<file path="src/inc/vir_consts.svh">
`ifndef VIR_CONSTS_SVH
`define VIR_CONSTS_SVH

// ==========================================================
// Register map (word offsets on the plain register port)
`define VIR_ADDR_W 4
`define VIR_A_PASSTHRU 4'h0
`define VIR_A_VPEND 4'h1
`define VIR_A_HWCLR 4'h2
`define VIR_A_ROOT_MASK 4'h3
`define VIR_A_GUEST_MASK 4'h4
`define VIR_A_GUEST_SW 4'h5
`define VIR_A_GUEST_CTL 4'h6
`define VIR_A_ROOT_CAUSE 4'h7
`define VIR_A_GUEST_CAUSE 4'h8
`define VIR_A_IRQ_STAT 4'h9
`define VIR_A_IRQ_MASK 4'ha
`define VIR_A_CAPS 4'hb

// ==========================================================
// Field layout and reset values
`define VIR_LINES 6
`define VIR_CAUSE_W 8
`define VIR_LINE_BASE 2
`define VIR_POS_W 3
`define VIR_CTL_TI_LSB 0
`define VIR_CTL_PC_LSB 3
`define VIR_CTL_BEV 6
`define VIR_CTL_IV 7
`define VIR_CTL_VS_LSB 8
`define VIR_VS_W 5
`define VIR_CTL_TMR 13
`define VIR_CTL_W 14
`define VIR_ZERO6 6'h00
`define VIR_ZERO8 8'h00
`define VIR_ZERO14 14'h0000
`define VIR_ZERO32 32'h0000_0000
`define VIR_TI_RST 3'h7
`define VIR_PC_RST 3'h6
`define VIR_EV_W 4
`define VIR_EV_FCHG 0
`define VIR_EV_ROOT 1
`define VIR_EV_GUEST 2
`define VIR_EV_VPCLR 3
`define VIR_ZERO4 4'h0

`endif

</file>
<file path="src/inc/vir_pkg.sv">
package vir_pkg;
   // Which context wins the interrupt decision
   typedef enum logic [1:0] {VIR_TAKE_NONE, VIR_TAKE_ROOT, VIR_TAKE_GUEST} vir_take_t;
endpackage

</file>
<file path="src/inc/vir_pend_if.sv">
`timescale 1ns/1ps
`include "vir_consts.svh"
// Pending-bit crossbar between the core and the routing combiner
interface vir_pend_if;
   logic [`VIR_LINES-1:0] lines;
   logic [`VIR_LINES-1:0] passthru;
   logic [`VIR_LINES-1:0] vpend;
   logic [`VIR_LINES-1:0] hwclr;
   logic [`VIR_CAUSE_W-1:0] guest_int;
   logic [`VIR_CAUSE_W-1:0] root_cause;
   logic [`VIR_CAUSE_W-1:0] guest_cause;
   modport core (output lines, passthru, vpend, hwclr, guest_int, input root_cause, guest_cause);
   modport comb (input lines, passthru, vpend, hwclr, guest_int, output root_cause, guest_cause);
endinterface

</file>
<file path="src/hw/vir_route.sv">
`timescale 1ns/1ps
`include "vir_consts.svh"
// ==========================================================
// Cause pending combiner for root and guest contexts
module vir_route (
   // Pending sources and results
   vir_pend_if.comb p
);
   // Per-line routing of external lines
   always_comb begin
      p.root_cause = `VIR_ZERO8;
      p.guest_cause = p.guest_int;
      for (int n = 0; n < `VIR_LINES; n++) begin
         p.guest_cause[n+`VIR_LINE_BASE] = p.guest_int[n+`VIR_LINE_BASE] |
            (p.lines[n] & p.passthru[n]) | p.vpend[n];
         p.root_cause[n+`VIR_LINE_BASE] = p.lines[n] &
            ~(p.passthru[n] | (p.vpend[n] & p.hwclr[n]));
      end
   end
endmodule

</file>
<file path="src/hw/vir_core.sv">
// Local design decisions: the plain strobed port and the register addresses.
`timescale 1ns/1ps
`include "vir_consts.svh"
// What this block does
// - Root interrupt evaluation always active, even guest.
// - Guest cannot mask root-enabled interrupts.
// - Root-enabled taken in root, else guest.
// - Root interrupt wins over pending guest.
// - Guest pending ORs pass, internal, virtual.
// - Cause write and passthrough work together.
// - Guest timer drives its chosen position.
// - Guest software irq ignores pass-through enables.
// - Six lines; line n is bit n+2.
// - Guest bit = line AND enable OR virtual.
// - Root bit hides passed lines, handed ones only under clear.
// - Hardware clear makes virtual bit hide root.
// - Line drop clears virtual bit if enabled.
// - Virtual and clear support optional, detectable.
// - Guest vector field changes raise exceptions.
module vir_core
   import vir_pkg::*;
#(
   parameter bit HAS_VIRTUAL = 1'b1,
   parameter bit HAS_HWCLR = 1'b1,
   parameter logic [`VIR_LINES-1:0] HWCLR_WMASK = 6'h3f
) (
   // Clock and reset
   input wire logic CLK,
   input wire logic RST,
   // External interrupt pins
   input wire logic [`VIR_LINES-1:0] EXT_IRQ_LINES,
   // Guest internal sources and guest mode
   input wire logic GUEST_TIMER_IRQ,
   input wire logic GUEST_PERFCOUNT_IRQ,
   input wire logic GUEST_MODE,
   // Guest writes to its vector configuration
   input wire logic GUEST_CFG_WR,
   input wire logic [`VIR_CTL_W-1:0] GUEST_CFG_WDATA,
   // Register port
   input wire logic [`VIR_ADDR_W-1:0] REG_ADDR,
   input wire logic [31:0] REG_WDATA,
   input wire logic REG_WR,
   input wire logic REG_RD,
   output logic [31:0] REG_RDATA,
   // Interrupt decision
   output logic ROOT_IRQ,
   output logic GUEST_IRQ,
   output logic FIELD_CHANGE_EXC,
   output logic IRQ
);
   // ==========================================================
   // Declarations
   logic [`VIR_LINES-1:0] line_s1_q;
   logic [`VIR_LINES-1:0] line_q;
   logic [`VIR_LINES-1:0] line_prev_q;
   logic [`VIR_LINES-1:0] passthrough_enable_q;
   logic [`VIR_LINES-1:0] virtual_pending_q;
   logic [`VIR_LINES-1:0] hardware_clear_ctl_q;
   logic [`VIR_CAUSE_W-1:0] root_mask_q;
   logic [`VIR_CAUSE_W-1:0] guest_mask_q;
   logic [1:0] guest_sw_q;
   logic [`VIR_CTL_W-1:0] guest_ctl_q;
   logic [`VIR_EV_W-1:0] irq_stat_q;
   logic [`VIR_EV_W-1:0] irq_mask_q;
   logic [`VIR_EV_W-1:0] ev_d;
   logic root_irq_q;
   logic guest_irq_q;
   logic fchg_q;
   logic irq_q;
   logic [31:0] rdata_q;
   logic [`VIR_CAUSE_W-1:0] guest_int_d;
   logic [`VIR_LINES-1:0] vp_drop_d;
   logic fchg_d;
   vir_take_t take_d;
   vir_pend_if pend ();

   // Decode a register write
   function automatic logic wr_hit(input logic [`VIR_ADDR_W-1:0] a);
      return REG_WR && (REG_ADDR == a);
   endfunction

   // One-hot bit at a 3-bit cause position
   function automatic logic [`VIR_CAUSE_W-1:0] pos_bit(input logic [`VIR_POS_W-1:0] p);
      logic [`VIR_CAUSE_W-1:0] r;
      r = `VIR_ZERO8;
      r[p] = 1'b1;
      return r;
   endfunction

   // ==========================================================
   // Pin synchroniser
   // six shared lines sampled
   always_ff @(posedge CLK or posedge RST) begin
      if (RST) begin
         line_s1_q <= `VIR_ZERO6;
         line_q <= `VIR_ZERO6;
      end else begin
         line_s1_q <= EXT_IRQ_LINES;
         line_q <= line_s1_q;
      end
   end

   // Settled level one cycle back; reads only the second stage
   always_ff @(posedge CLK or posedge RST) begin
      if (RST) begin
         line_prev_q <= `VIR_ZERO6;
      end else begin
         line_prev_q <= line_q;
      end
   end

   // ==========================================================
   // Guest internal sources
   always_comb begin
      // Software bits sit below the line bits, in cause bits 1:0
      guest_int_d = {`VIR_ZERO6, guest_sw_q};
      if (GUEST_TIMER_IRQ) begin
         guest_int_d = guest_int_d |
            pos_bit(guest_ctl_q[`VIR_CTL_TI_LSB +: `VIR_POS_W]);
      end
      if (GUEST_PERFCOUNT_IRQ) begin
         guest_int_d = guest_int_d |
            pos_bit(guest_ctl_q[`VIR_CTL_PC_LSB +: `VIR_POS_W]);
      end
   end

   // Feed the combiner
   // three guest source groups
   assign pend.lines = line_q;
   assign pend.passthru = passthrough_enable_q;
   assign pend.vpend = virtual_pending_q;
   assign pend.hwclr = hardware_clear_ctl_q;
   assign pend.guest_int = guest_int_d;

   vir_route u_route (
      .p(pend.comb)
   );

   // ==========================================================
   // Pass-through enables
   // reset hides nothing from root
   always_ff @(posedge CLK or posedge RST) begin
      if (RST) begin
         passthrough_enable_q <= `VIR_ZERO6;
      end else if (wr_hit(`VIR_A_PASSTHRU)) begin
         passthrough_enable_q <= REG_WDATA[`VIR_LINES-1:0];
      end
   end

   // Hardware clear enables, only writable where supported
   // optional clear capability
   always_ff @(posedge CLK or posedge RST) begin
      if (RST) begin
         hardware_clear_ctl_q <= `VIR_ZERO6;
      end else if (HAS_HWCLR && wr_hit(`VIR_A_HWCLR)) begin
         hardware_clear_ctl_q <= REG_WDATA[`VIR_LINES-1:0] & HWCLR_WMASK;
      end
   end

   // Falling edge of a line clears its virtual bit under hardware clear
   assign vp_drop_d = line_prev_q & ~line_q & hardware_clear_ctl_q;

   // Virtual pending bits; a write in the drop cycle takes the written value
   // line drop auto-clear
   always_ff @(posedge CLK or posedge RST) begin
      if (RST) begin
         virtual_pending_q <= `VIR_ZERO6;
      end else if (HAS_VIRTUAL && wr_hit(`VIR_A_VPEND)) begin
         virtual_pending_q <= REG_WDATA[`VIR_LINES-1:0];
      end else begin
         virtual_pending_q <= virtual_pending_q & ~vp_drop_d;
      end
   end

   // ==========================================================
   // Masks and guest cause software bits
   // root mask only by root port
   always_ff @(posedge CLK or posedge RST) begin
      if (RST) begin
         root_mask_q <= `VIR_ZERO8;
         guest_mask_q <= `VIR_ZERO8;
      end else begin
         if (wr_hit(`VIR_A_ROOT_MASK)) begin
            root_mask_q <= REG_WDATA[`VIR_CAUSE_W-1:0];
         end
         if (wr_hit(`VIR_A_GUEST_MASK)) begin
            guest_mask_q <= REG_WDATA[`VIR_CAUSE_W-1:0];
         end
      end
   end

   always_ff @(posedge CLK or posedge RST) begin
      if (RST) begin
         guest_sw_q <= 2'h0;
      end else if (wr_hit(`VIR_A_GUEST_SW)) begin
         guest_sw_q <= REG_WDATA[1:0];
      end
   end

   // ==========================================================
   // Guest vector configuration and change detection
   always_comb begin
      fchg_d = 1'b0;
      if (GUEST_CFG_WR) begin
         fchg_d = (GUEST_CFG_WDATA[`VIR_CTL_BEV] != guest_ctl_q[`VIR_CTL_BEV]) ||
            (GUEST_CFG_WDATA[`VIR_CTL_IV] != guest_ctl_q[`VIR_CTL_IV]) ||
            (GUEST_CFG_WDATA[`VIR_CTL_VS_LSB +: `VIR_VS_W] !=
             guest_ctl_q[`VIR_CTL_VS_LSB +: `VIR_VS_W]);
      end
   end

   // Root write wins over a guest write in the same cycle
   always_ff @(posedge CLK or posedge RST) begin
      if (RST) begin
         guest_ctl_q <= `VIR_ZERO14;
         guest_ctl_q[`VIR_CTL_TI_LSB +: `VIR_POS_W] <= `VIR_TI_RST;
         guest_ctl_q[`VIR_CTL_PC_LSB +: `VIR_POS_W] <= `VIR_PC_RST;
      end else if (wr_hit(`VIR_A_GUEST_CTL)) begin
         guest_ctl_q <= REG_WDATA[`VIR_CTL_W-1:0];
      end else if (GUEST_CFG_WR) begin
         guest_ctl_q <= GUEST_CFG_WDATA;
      end
   end

   // ==========================================================
   // Take decision
   always_comb begin
      take_d = VIR_TAKE_NONE;
      if (|(pend.root_cause & root_mask_q)) begin
         take_d = VIR_TAKE_ROOT;
      end else if (GUEST_MODE && |(pend.guest_cause & guest_mask_q)) begin
         take_d = VIR_TAKE_GUEST;
      end
   end

   // Decision held in flops so both outputs stay glitch free
   always_ff @(posedge CLK or posedge RST) begin
      if (RST) begin
         root_irq_q <= 1'b0;
         guest_irq_q <= 1'b0;
      end else begin
         root_irq_q <= (take_d == VIR_TAKE_ROOT);
         guest_irq_q <= (take_d == VIR_TAKE_GUEST);
      end
   end

   // Field-change pulse, one cycle per changing guest write
   always_ff @(posedge CLK or posedge RST) begin
      if (RST) begin
         fchg_q <= 1'b0;
      end else begin
         fchg_q <= fchg_d;
      end
   end

   // ==========================================================
   // Sticky event status; set beats write-one-to-clear
   // A take logs only on its rising edge, so a held level logs once
   always_comb begin
      ev_d = `VIR_ZERO4;
      ev_d[`VIR_EV_FCHG] = fchg_d;
      ev_d[`VIR_EV_ROOT] = (take_d == VIR_TAKE_ROOT) & ~root_irq_q;
      ev_d[`VIR_EV_GUEST] = (take_d == VIR_TAKE_GUEST) & ~guest_irq_q;
      ev_d[`VIR_EV_VPCLR] = |vp_drop_d;
   end

   always_ff @(posedge CLK or posedge RST) begin
      if (RST) begin
         irq_stat_q <= `VIR_ZERO4;
      end else if (wr_hit(`VIR_A_IRQ_STAT)) begin
         irq_stat_q <= (irq_stat_q & ~REG_WDATA[`VIR_EV_W-1:0]) | ev_d;
      end else begin
         irq_stat_q <= irq_stat_q | ev_d;
      end
   end

   // Event mask, same layout as the status
   always_ff @(posedge CLK or posedge RST) begin
      if (RST) begin
         irq_mask_q <= `VIR_ZERO4;
      end else if (wr_hit(`VIR_A_IRQ_MASK)) begin
         irq_mask_q <= REG_WDATA[`VIR_EV_W-1:0];
      end
   end

   // Registered level; lags the status by one cycle
   always_ff @(posedge CLK or posedge RST) begin
      if (RST) begin
         irq_q <= 1'b0;
      end else begin
         irq_q <= |(irq_stat_q & irq_mask_q);
      end
   end

   // ==========================================================
   // Read port, data valid the cycle after the strobe
   always_ff @(posedge CLK or posedge RST) begin
      if (RST) begin
         rdata_q <= `VIR_ZERO32;
      end else if (REG_RD) begin
         rdata_q <= `VIR_ZERO32;
         unique case (REG_ADDR)
            `VIR_A_PASSTHRU: rdata_q[`VIR_LINES-1:0] <= passthrough_enable_q;
            `VIR_A_VPEND: rdata_q[`VIR_LINES-1:0] <= virtual_pending_q;
            `VIR_A_HWCLR: rdata_q[`VIR_LINES-1:0] <= hardware_clear_ctl_q;
            `VIR_A_ROOT_MASK: rdata_q[`VIR_CAUSE_W-1:0] <= root_mask_q;
            `VIR_A_GUEST_MASK: rdata_q[`VIR_CAUSE_W-1:0] <= guest_mask_q;
            `VIR_A_GUEST_SW: rdata_q[1:0] <= guest_sw_q;
            `VIR_A_GUEST_CTL: rdata_q[`VIR_CTL_W-1:0] <= guest_ctl_q;
            `VIR_A_ROOT_CAUSE: rdata_q[`VIR_CAUSE_W-1:0] <= pend.root_cause;
            `VIR_A_GUEST_CAUSE: rdata_q[`VIR_CAUSE_W-1:0] <= pend.guest_cause;
            `VIR_A_IRQ_STAT: rdata_q[`VIR_EV_W-1:0] <= irq_stat_q;
            `VIR_A_IRQ_MASK: rdata_q[`VIR_EV_W-1:0] <= irq_mask_q;
            `VIR_A_CAPS: rdata_q[1:0] <= {HAS_HWCLR, HAS_VIRTUAL};
            // Unmapped words read as zero
            default: rdata_q <= `VIR_ZERO32;
         endcase
      end else begin
         rdata_q <= `VIR_ZERO32;
      end
   end

   // ==========================================================
   // Outputs straight from flops
   assign REG_RDATA = rdata_q;
   assign ROOT_IRQ = root_irq_q;
   assign GUEST_IRQ = guest_irq_q;
   assign FIELD_CHANGE_EXC = fchg_q;
   assign IRQ = irq_q;
endmodule

</file>
<file path="config.mk">
export PLATFORM = sky130hd
export DESIGN_NAME = vir_core
export DESIGN_NICKNAME = d
export VERILOG_FILES = /design/src/inc/vir_pkg.sv /design/src/inc/vir_pend_if.sv /design/src/hw/vir_route.sv /design/src/hw/vir_core.sv
export VERILOG_INCLUDE_DIRS = /design/src /design/src/inc
export SDC_FILE = /design/constraint.sdc
export NUM_CORES = 1
export LEC_CHECK = 0
export BUFFER_PORTS_ARGS = -buffer_cell sky130_fd_sc_hd__buf_2
export CAP_MARGIN = 5
export CORE_ASPECT_RATIO = 1.2
export CORE_UTILIZATION = 30
export CTS_CLUSTER_DIAMETER = 200
export DETAILED_ROUTE_END_ITERATION = 8
export PLACE_DENSITY = 0.47
export SLEW_MARGIN = 5
export SYNTH_ARGS = -nofsm -noshare
export SYNTH_HDL_FRONTEND = slang
export SYNTH_HIERARCHICAL = 1
export SYNTH_SLANG_ARGS = --single-unit
</file>
<file path="constraint.sdc">
create_clock -name CLK -period 4.3 [get_ports CLK]
set_clock_uncertainty 0.1 [all_clocks]
set_input_delay 0.215 -clock CLK [delete_from_list [all_inputs] [get_ports CLK]]
set_output_delay 0.215 -clock CLK [all_outputs]
set_load 0.005 [all_outputs]
</file>
; Word-level counts from Yosys, hierarchy flattened
; Index checks and enable logic that the tools add are counted.
[classes]
n_lt_le_gt_ge = 4
n_reduce_logical = 20
n_eq_ne = 16
bitwise = 60
n_mux = 19
[ops]
columns = op, count
row1 = 2-to-1 mux 14 bit, 3
row2 = case mux 2 bit (11 select lines), 1
row3 = AND 1 bit, 20
row4 = case mux 2 bit (10 select lines), 1
row5 = AND 6 bit, 3
row6 = bitwise OR 1 bit, 18
row7 = AND 8 bit, 2
row8 = equality test 4 x 3 -> 1 bit (second input constant), 4
row9 = equality test 4 bit (second input constant), 4
row10 = 2-to-1 mux 8 bit, 2
row11 = case mux 2 bit (8 select lines), 1
row12 = OR reduction 8 bit, 2
row13 = logical AND 1 bit, 12
row14 = 2-to-1 mux 6 bit, 2
row15 = inverter 6 bit, 2
row16 = case mux 2 bit (5 select lines), 1
row17 = AND 4 bit, 2
row18 = equality test 4 x 2 -> 1 bit (second input constant), 2
row19 = < comparator 3 x 4 -> 1 bit (second input constant), 2
row20 = inverter 1 bit, 8
row21 = bitwise OR 2 x 8 -> 8 bit, 1
row22 = bitwise OR 4 bit, 2
row23 = bitwise OR 8 bit, 1
row24 = demux 1 bit (select 3 bit), 2
row25 = 15 further kinds, 21
[totals]
out_inout_bits = 36
register_bits = 112
wordCells = 136

; Depth between registers and ports, before layout
; Gate-level depths: netlist of run 1.
[depth]
depth_word = 19
ltp_mapped = 8

; By module
; Netlist of run 1, hierarchy kept.
[by_module_without_submodules]
columns = module, instances, seq_area_each_um2, cells_each, area_per_inst_um2
row1 = vir_core, 1, 2358.5, 411, 4638.2
row2 = vir_route, 1, 0.0, 23, 158.9

; Worst setup path before layout of run 1
; No wires, ideal clock.
[synth_timing]
path_type = reg-to-reg
startpoint = register guest_ctl_q[0]
endpoint = register irq_stat_q[2]
stages_incl_launch_ff = 9
required_ns = 4.079
arrival_ns = 1.793
synth_period_minus_slack_ns = 2.014
setup_time_ns = 0.121
path_slack_ns = 2.286
path_cell_list = dfstp_2 > nand2b_1 > nor3_1 > or3_1 > buf_4 > a22oi_1 > nand4_1 > and3_1 > a22o_1
[synth_lines]
columns = element, line_no
row1 = from (decl), vir_core.sv:62  ; logic [`VIR_CTL_W-1:0] guest_ctl_q;
row2 = from (signal assigned), vir_core.sv:215  ; guest_ctl_q <= `VIR_ZERO14;
row3 = "from (signal, indexed assignment)", vir_core.sv:216  ; guest_ctl_q[`VIR_CTL_TI_LSB +: `VIR_POS_W] <= `VIR_TI_RST;
row4 = "from (signal, indexed assignment)", vir_core.sv:217  ; guest_ctl_q[`VIR_CTL_PC_LSB +: `VIR_POS_W] <= `VIR_PC_RST;
row5 = < comparator 3 x 4 -> 1 bit (not written as such) or greater-or-equal comparator 3 x 1 -> 1 bit (tied branches), vir_core.sv:86  ; r[p] = 1'b1;
row6 = logical AND 1 bit (not written as such), vir_core.sv:86
row7 = 2-to-1 mux 1 bit (not written as such), vir_core.sv:86
row8 = demux 1 bit (select 3 bit) *, vir_core.sv:86
row9 = bitwise OR 2 x 8 -> 8 bit *, vir_core.sv:118  ; guest_int_d = guest_int_d |
row10 = 2-to-1 mux 8 bit *, vir_core.sv:117  ; if (GUEST_TIMER_IRQ) begin
row11 = bitwise OR 8 bit, vir_core.sv:122  ; guest_int_d = guest_int_d |
row12 = 2-to-1 mux 8 bit *, vir_core.sv:121  ; if (GUEST_PERFCOUNT_IRQ) begin
row13 = named net guest_int_d[0], vir_core.sv:71  ; logic [`VIR_CAUSE_W-1:0] guest_int_d;
row14 = [1 not listed], -
row15 = OR reduction 8 bit *, vir_core.sv:231  ; end else if (GUEST_MODE && |(pend.guest_cause & guest_mask_q)) begin
row16 = logical AND 1 bit *, vir_core.sv:231
row17 = 2-to-1 mux 2 bit *, vir_core.sv:231
row18 = 2-to-1 mux 2 bit *, vir_core.sv:229  ; if (|(pend.root_cause & root_mask_q)) begin
row19 = equality test 2 bit *, vir_core.sv:263  ; ev_d[`VIR_EV_GUEST] = (take_d == VIR_TAKE_GUEST) & ~guest_irq_q;
row20 = AND 1 bit *, vir_core.sv:263
row21 = bitwise OR 4 bit (on tied branches), "vir_core.sv:273, vir_core.sv:271"
row22 = 2-to-1 mux 4 bit *, vir_core.sv:270  ; end else if (wr_hit(`VIR_A_IRQ_STAT)) begin
row23 = to (signal assigned), vir_core.sv:269  ; irq_stat_q <= `VIR_ZERO4;
row24 = to (signal assigned), vir_core.sv:271  ; irq_stat_q <= (irq_stat_q & ~REG_WDATA[`VIR_EV_W-1:0]) | ev_d;
row25 = to (signal assigned), vir_core.sv:273  ; irq_stat_q <= irq_stat_q | ev_d;
row26 = to (decl), vir_core.sv:63  ; logic [`VIR_EV_W-1:0] irq_stat_q;
; The timed path passes the listed nets; every way through them passes the cells marked *.
; A chain may end at the register's enable or synchronous reset.

; Worst setup path in the final report of run 1
[layout_timing]
startpoint = register guest_ctl_q[0]
endpoint = register irq_stat_q[2]
[layout_between]
elab_chain_len = 19
[layout_lines]
columns = element, line_no
row1 = < comparator 3 x 4 -> 1 bit (not written as such) or greater-or-equal comparator 3 x 1 -> 1 bit (tied branches), vir_core.sv:86
row2 = logical AND 1 bit (not written as such), vir_core.sv:86
row3 = 2-to-1 mux 1 bit (not written as such), vir_core.sv:86
row4 = demux 1 bit (select 3 bit) *, vir_core.sv:86
row5 = bitwise OR 2 x 8 -> 8 bit *, vir_core.sv:118
row6 = 2-to-1 mux 8 bit *, vir_core.sv:117
row7 = bitwise OR 8 bit, vir_core.sv:122
row8 = 2-to-1 mux 8 bit *, vir_core.sv:121
row9 = named net guest_int_d[2], vir_core.sv:71
row10 = [2 not listed], -
row11 = named net pend.guest_cause[2], vir_pend_if.sv:11  ; logic [`VIR_CAUSE_W-1:0] guest_cause;
row12 = [1 not listed], -
row13 = OR reduction 8 bit *, vir_core.sv:231
row14 = logical AND 1 bit *, vir_core.sv:231
row15 = 2-to-1 mux 2 bit *, vir_core.sv:231
row16 = 2-to-1 mux 2 bit *, vir_core.sv:229
row17 = equality test 2 bit *, vir_core.sv:263
row18 = AND 1 bit *, vir_core.sv:263
row19 = bitwise OR 4 bit (on tied branches), "vir_core.sv:273, vir_core.sv:271"
row20 = 2-to-1 mux 4 bit *, vir_core.sv:270
; Marked as above.

==> impl_metrics.csv, run 1 <==
group,metric,value,unit
logic_synthesis,seq_area_frac_synth,49.17,%
sta,setup_viol,0,
die,dieArea,16500,um2
drt,post-route-drc-count,0,
global_route,antenna_found_initial,0,
logic_synthesis,synth_edf_count,0,
clocking,worstSkewPairLatency,0.35,ns
logic_synthesis,ys.flop_type,"dfrtp_1",
layout,areaGrowthSynthToFinish,13.85,%
clocking,htree_levels,3,
global_route,first_global_vias,3560,
die,die_h,140.5,um
clocking,cts_sinks,94,
drt,route.met2.wl,6496,um
sta,drv_slew,0,
drt,ant_nets,0,
layout,fill_cells,1623,
layout,fin_nets,552,
sta,worst_pin_slew,0.7308,ns
critical_path,endpoint_kind,"flop",
critical_path,required,4.44,ns
global_route,grt_pass1_wl,21110,um
clocking,cts_tree,"yes",
die,row_count,50,
drt,drt_iter0_drc,180,
drt,avgRoutedWirePerCell,19.07,um
logic_synthesis,netlist_instances,434,
critical_path,worstSetupPathType,"flop to flop",
die,fp.coreArea,15640,um2
logic_synthesis,ys_seq_elements,94,
clocking,cts-root-buf,"clkbuf_16",
layout,diodes,0,
global_route,grt_max_degree,58,
global_route,grt_remaining_overflow,0,
drt,wirelength,13370,um
clocking,clockBufferDepth,2,
clocking,cts_resized,0,
drt,viasPerCell,5.058,
sta,period_minus_slack,2.353,ns
sta,fmax,425.0,MHz
die,io_pins,100,
sta,hold_violations,0,
power_and_ir_drop,power_density,423.0,nW/um2
placement,port_buffers,63,
placement,dp_hpwl,9878,um
drt,drt-met1-wl,5744,um
logic_synthesis,syn_area,4797,um2
sta,tns,0,ns
logic_synthesis,synth_cell_types,56,
clocking,numCtsBuffers,9,
critical_path,start_kind,"flop",
drt,top_layer,"met4",
logic_synthesis,yosys_warnings,6,
layout,postLayoutCoreUtil,34.92,%
power_and_ir_drop,ir_worst_vdd,0.0001655,V
placement,gp_congestion,0.8943,
outcome,status,"completed",
layout,drive_gt1_share,26.37,%
layout,regArea,2359,um2
global_route,grt_use_total,17.17,%
power_and_ir_drop,power,2310,uW
die,start_util,30.67,%
job,max_cap_violations,0,
layout,multiInputGateArea,2135,um2
power_and_ir_drop,p_leak,0.002490,uW
drt,vias,3546,
sta,maxSlewHeadroom,51.28,%
critical_path,worstPathArrival,2.49,ns
die,die_w,117.4,um
sta,fin_crit_sh,54.72,%
drt,drt_pass1_iterations,5,
clocking,clk_pin_slew,0.07,ns
logic_synthesis,async_flop_share,100.0,%
worst_hold_path,hold_path.class,"input pin to flop",
logic_synthesis,avgSynthCellArea,11.05,um2
sta,rsz0062_at_grt,"false",
critical_path,crit_path_max_fanout,4,
drt,dr_wl_met3,502,um
==> report_power, final <==
group          switching (uW)  internal (uW)
Combinational             216            218
Clock                     339            393
Sequential                129           1010
Total                     684           1630
==> what timing repair did <==
item | CTS | global route
hold endpoints to repair | 57 | 0
setup buffers | 0 | 0
hold buffers | 7 | 0
==> cell usage in the layout (no fill, tap or decap), types with 3 or more instances in the layout <==
| master | n |
|---|---|
| nand3b_1 | 8 |
| xor2_1 | 3 |
| a22o_1 | 11 |
| mux2_2 | 30 |
| a22oi_1 | 16 |
| dfrtp_1 | 89 |
| mux2_4 | 9 |
| dlygate4sd3_1 | 7 |
| nor3_1 | 6 |
| a211o_1 | 7 |
| nand3_1 | 4 |
| o21ai_0 | 12 |
| clkbuf_16 | 9 |
| buf_2 | 63 |
| dfstp_2 | 5 |
| a211oi_1 | 5 |
| a21oi_1 | 21 |
| nand2_1 | 30 |
| and3_1 | 12 |
| nor2b_1 | 7 |
| nand2b_1 | 7 |
| a221oi_1 | 3 |
| mux2i_1 | 16 |
| nand4_1 | 3 |
| and2_1 | 8 |
| nor2_1 | 21 |
| inv_1 | 11 |
| xnor2_1 | 4 |
| o22ai_1 | 6 |
| conb_1 | 20 |
==> final cells by class <==
cell class	count	area share, %
clock buffer	11	4.261
clock inverter	5	0.6415
inverter	12	0.8706
multi-input combinational	300	39.08
sequential	94	43.18
tap	208	4.765
timing repair buffer	71	7.194
==> cell families (layout without fill, tap and decap cells) <==
family	count (synthesis)	after routing	synth area share, %
and+or+nand+nor	117	117	12.86
AOI/OAI and AO/OA	99	99	14.66
DFF	94	94	49.17
buffers and inverters	58	99	7.746
muxes	57	57	14.14
xor gates and xnor gates	7	7	1.278
other	2	20	0.1566
==> flip-flops by register name (all words and copies together), names as in the netlist, 6 cells and up <==
signal / count
line_s1_q: 6
guest_ctl_q: 14
line_prev_q: 6
guest_mask_q: 8
line_q: 6
root_mask_q: 8
passthrough_enable_q: 6
REG_RDATA: 14
pend.vpend: 6
hardware_clear_ctl_q: 6
==> layer usage <==
metal,global-route usage (%),up-vias
met2,27.72,125
met3,3.054,35
met5,0,-
met4,11.14,0
met1,21.15,1750
li1,-,1636
==> Yosys cell counts (2+ instances only) <==
library cell,instances,area share [%]
dfrtp_1,89,46
mux2_2,30,7.0
nand2_1,30,2.3
buf_4,25,3.9
a21oi_1,21,2.2
nor2_1,21,1.6
a22oi_1,16,2.5
mux2i_1,16,3.3
and3_1,12,1.6
inv_1,12,0.94
o21ai_0,12,1.3
a22o_1,11,2.0
buf_2,11,1.1
mux2_4,9,2.8
and2_1,8,1.0
nand3b_1,8,1.3
a211o_1,7,1.3
nand2b_1,7,0.91
nor2b_1,7,0.91
buf_6,6,1.4
nor3_1,6,0.63
o22ai_1,6,0.78
a211oi_1,5,0.78
dfstp_2,5,2.7
nand3_1,4,0.42
xnor2_1,4,0.73
a221oi_1,3,0.55
clkbuf_1,3,0.23
nand4_1,3,0.39
xor2_1,3,0.55
a21o_1,2,0.31
a31oi_1,2,0.26
conb_1,2,0.16
mux4_2,2,0.94
o2bb2ai_1,2,0.37
o32ai_1,2,0.37
o41a_1,2,0.47
or3_1,2,0.26
==> metrics by stage <==
stage / setup WS [ns] / area, um2 / hold slack, ns / std cells
2_1_floorplan: 1.545 / 4865 / 0.1464 / 452
3_3_place_gp: 1.815 / 5124 / 0.2248 / 678
3_5_place_dp: 1.855 / 5124 / 0.2247 / 678
4_1_cts: 1.978 / 5461 / 0.009159 / 701
5_1_grt: 1.842 / 5461 / 0.005087 / 701
6_report: 1.947 / 5461 / 0.01416 / 701
==> final timing paths <==
kind	from	cells after the start	to	slack, ns
setup / recovery	guest_ctl_q[0]	7	irq_stat_q[2]	1.95
hold / removal	REG_WDATA[11]	3	guest_ctl_q[11]	0.01
setup reg to reg	guest_ctl_q[0]	7	irq_stat_q[2]	1.95
hold reg to reg	line_s1_q[5]	0	line_q[5]	0.25
max in group asynchronous	RST	4	irq_mask_q[1]	2.68
min in group asynchronous	RST	3	line_s1_q[4]	0.43
==> critical path, stage by stage, from the launching register on <==
cell	delay, ns
dfstp_2	0.56
nand2b_1	0.18
o22ai_1	0.17
a211o_1	0.36
a22oi_1	0.18
nand4_1	0.20
and3_1	0.25
a22o_1	0.22
Note: power is estimated with default switching activity, not from simulation.
==> inputs of run 2 (changes only) <==
--- a/config.mk
+++ b/config.mk
@@ -6,6 +6,7 @@
 export SDC_FILE = /design/constraint.sdc
 export NUM_CORES = 1
 export LEC_CHECK = 0
+export ABC_AREA = 1
 export BUFFER_PORTS_ARGS = -buffer_cell sky130_fd_sc_hd__buf_2
 export CAP_MARGIN = 5
 export CORE_ASPECT_RATIO = 1.2
==> constraint.sdc (replaced) <==
create_clock -name CLK -period 2.4 [get_ports CLK]
set_clock_uncertainty 0.1 [all_clocks]
set_input_delay 0.12 -clock CLK [delete_from_list [all_inputs] [get_ports CLK]]
set_output_delay 0.12 -clock CLK [all_outputs]
set_load 0.005 [all_outputs]
==> impl_metrics.csv, run 2 <==
group,metric,value,unit
global_route,grt_remaining_overflow,0,
logic_synthesis,synth.top_cells.by_count,"nand2_1, dfrtp_1, nor2_1, nand3_1, inv_1",
sta,fin_crit_sh,85.03,%
layout,fin_nets,765,
sta,fmax,490.0,MHz
die,io_pins,100,
critical_path,rr_worst_depth,12,
power_and_ir_drop,seqPwrFrac,47.0,%
die,start_util,31.14,%
critical_path,endpoint_kind,"flop",
drt,ant_nets,0,
die,fp.coreArea,15140,um2
global_route,grt_max_degree,55,
placement,dp_hpwl,9938,um
die,row_count,49,
drt,drt_pass1_iterations,5,
global_route,grt_use_total,18.07,%
clocking,post_cts_buffers,0,
critical_path,worstSetupPathType,"input pin to flop",
logic_synthesis,yosys.cell_count.top_type,"nand2_1",
clocking,cts_resized,0,
worst_hold_path,hold_path.class,"input pin to flop",
logic_synthesis,yosys_warnings,6,
critical_path,r2r_setup_slack,0.51,ns
drt,avgRoutedWirePerCell,14.83,um
power_and_ir_drop,power_switching,1229,uW
global_route,grt_pass1_wl,21970,um
drt,wirelength,13500,um
drt,post-route-drc-count,0,
logic_synthesis,avgSynthCellArea,7.769,um2
clocking,cts-root-buf,"clkbuf_16",
sta,worst_pin_slew,0.7254,ns
logic_synthesis,synth_top_cells_by_area,"dfrtp_1, nand2_1, nand3_1",
sta,drv_slew,0,
worst_hold_path,worstHoldStart,"GUEST_CFG_WR",
worst_hold_path,hold_end,"guest_ctl_q[0]",
logic_synthesis,synth_top_area_cell,"dfrtp_1",
layout,final_common_cell,"nand2_1",
worst_hold_path,hold_depth,3,
logic_synthesis,synth_edf_count,0,
clocking,cts_sinks,94,
sta,maxSlewHeadroom,51.64,%
power_and_ir_drop,ir_worst_vdd,0.0003539,V
critical_path,crit_path_max_fanout,22,
clocking,clk_pin_slew,0.06,ns
sta,rsz0062_at_grt,"false",
drt,viasPerCell,4.595,
clocking,numCtsBuffers,9,
clocking,clockBufferDepth,2,
logic_synthesis,synth_cell_types,25,
die,dieArea,16230,um2
logic_synthesis,seq_area_frac_synth,50.01,%
logic_synthesis,syn_area,4716,um2
global_route,first_global_vias,4173,
power_and_ir_drop,pwr-share-clk,36.4,%
drt,vias,4181,
clocking,cts_hold_buf,36,
critical_path,start_kind,"input pin",
job,max_cap_violations,0,
layout,diodes,0,
power_and_ir_drop,p_sw_share,29.07,%
layout,areaGrowthSynthToFinish,23.22,%
sta,holdWs,0.08861,ns
critical_path,r2r-start,"guest_ctl_q[1]",
logic_synthesis,netlist_instances,607,
global_route,antenna_found_initial,0,
sta,period_minus_slack,2.041,ns
die,die_h,139.3,um
logic_synthesis,synth_top_area_share,47.23,%
die,die_w,116.5,um
sta,setup_viol,0,
sta,hold_violations,0,
layout,layout_common_cells,"nand2_1, dfrtp_1, buf_2",
clocking,worstSkewPairLatency,0.35,ns
placement,port_buffers,63,
clocking,cts_tree,"yes",
outcome,status,"completed",
logic_synthesis,async_flop_share,100.0,%
placement,gp_congestion,0.8542,
critical_path,required,2.53,ns
power_and_ir_drop,internal_power,3000,uW
layout,drive_gt1_share,14.02,%
logic_synthesis,ys_seq_elements,94,
logic_synthesis,ys.flop_type,"dfrtp_1",
sta,tns,0,ns
critical_path,r2r-end,"irq_stat_q[2]",
drt,drt_iter0_drc,238,
power_and_ir_drop,power_density,727.8,nW/um2
power_and_ir_drop,p_leak,0.002946,uW
critical_path,worstPathArrival,2.17,ns
power_and_ir_drop,comb_power_share,16.6,%
clocking,htree_levels,3,
-- run 2: cells by family (layout without fill, tap and decap cells) --
kind of cell	after synthesis	in the layout	share of synthesized area (%)
simple gates	335	335	30.03
flops	94	94	50.01
buf+inv	93	174	9.578
compound gates	78	78	9.286
xor+xnor	5	5	0.9286
other cells	2	20	0.1593
-- run 2: power groups by stage --
stage | Clock (uW) | Combinational [uW] | Sequential, uW
6_report | 1540 | 703 | 1990
5_1_grt | 1650 | 814 | 2010
4_1_cts | 1590 | 712 | 1990
3_5_place_dp | 0 | 651 | 2020
3_3_place_gp | 0 | 640 | 2010
2_1_floorplan | 0 | 469 | 1960
-- run 2: per-stage QoR --
| step | cell area [um2] | worst slack, ns | util [%] | cells | power, uW |
|---|---|---|---|---|---|
| floorplan | 4787 | 0.9219 | - | 625 | 2427 |
| global placement | 5135 | 0.5360 | 33.91 | 858 | 2652 |
| detailed placement | 5135 | 0.5413 | 33.91 | 858 | 2667 |
| CTS | 5811 | 0.3733 | 38.37 | 910 | 4285 |
| global route | 5811 | 0.2135 | 38.37 | 910 | 4479 |
| finish | 5811 | 0.3592 | 38.37 | 910 | 4229 |
-- run 2: area by class of cell --
cell class	instances	area [um2]
fill	1588	9333
sequential	94	2359
multi-input combinational	438	1973
timing repair buffer	101	690.7
tap	204	255.2
clock buffer	10	229.0
inverter	57	217.7
clock inverter	6	86.33
-- run 2: worst max-delay path, stage by stage --
cell and delay, ns:
buf_2 0.14, inv_1 0.09, nand2_1 0.16, nor2_4 0.21, nand2_2 0.27, nand2_1 0.46, o211ai_1 0.14, dlygate4sd3_1 0.58
-- run 2: metal layers --
layer  up-vias  track usage, %  wire length, um
met3        19           3.354              610
li1       2079               -                -
met4         0           6.883              328
met2       122           29.40             6511
met5         -               0                0
met1      1961           23.53             6045
-- run 2: worst max-delay path by stage --
| stage | endpoint | from | slack, ns |
|---|---|---|---|
| floorplan | irq_stat_q[2] | guest_ctl_q[2] | 0.92 |
| global placement | irq_stat_q[3] | REG_ADDR[1] | 0.54 |
| detailed placement | irq_stat_q[2] | guest_ctl_q[2] | 0.54 |
| CTS | guest_ctl_q[13] | REG_ADDR[0] | 0.37 |
| global route | guest_ctl_q[3] | REG_ADDR[0] | 0.21 |
| finish | guest_ctl_q[13] | REG_ADDR[0] | 0.36 |
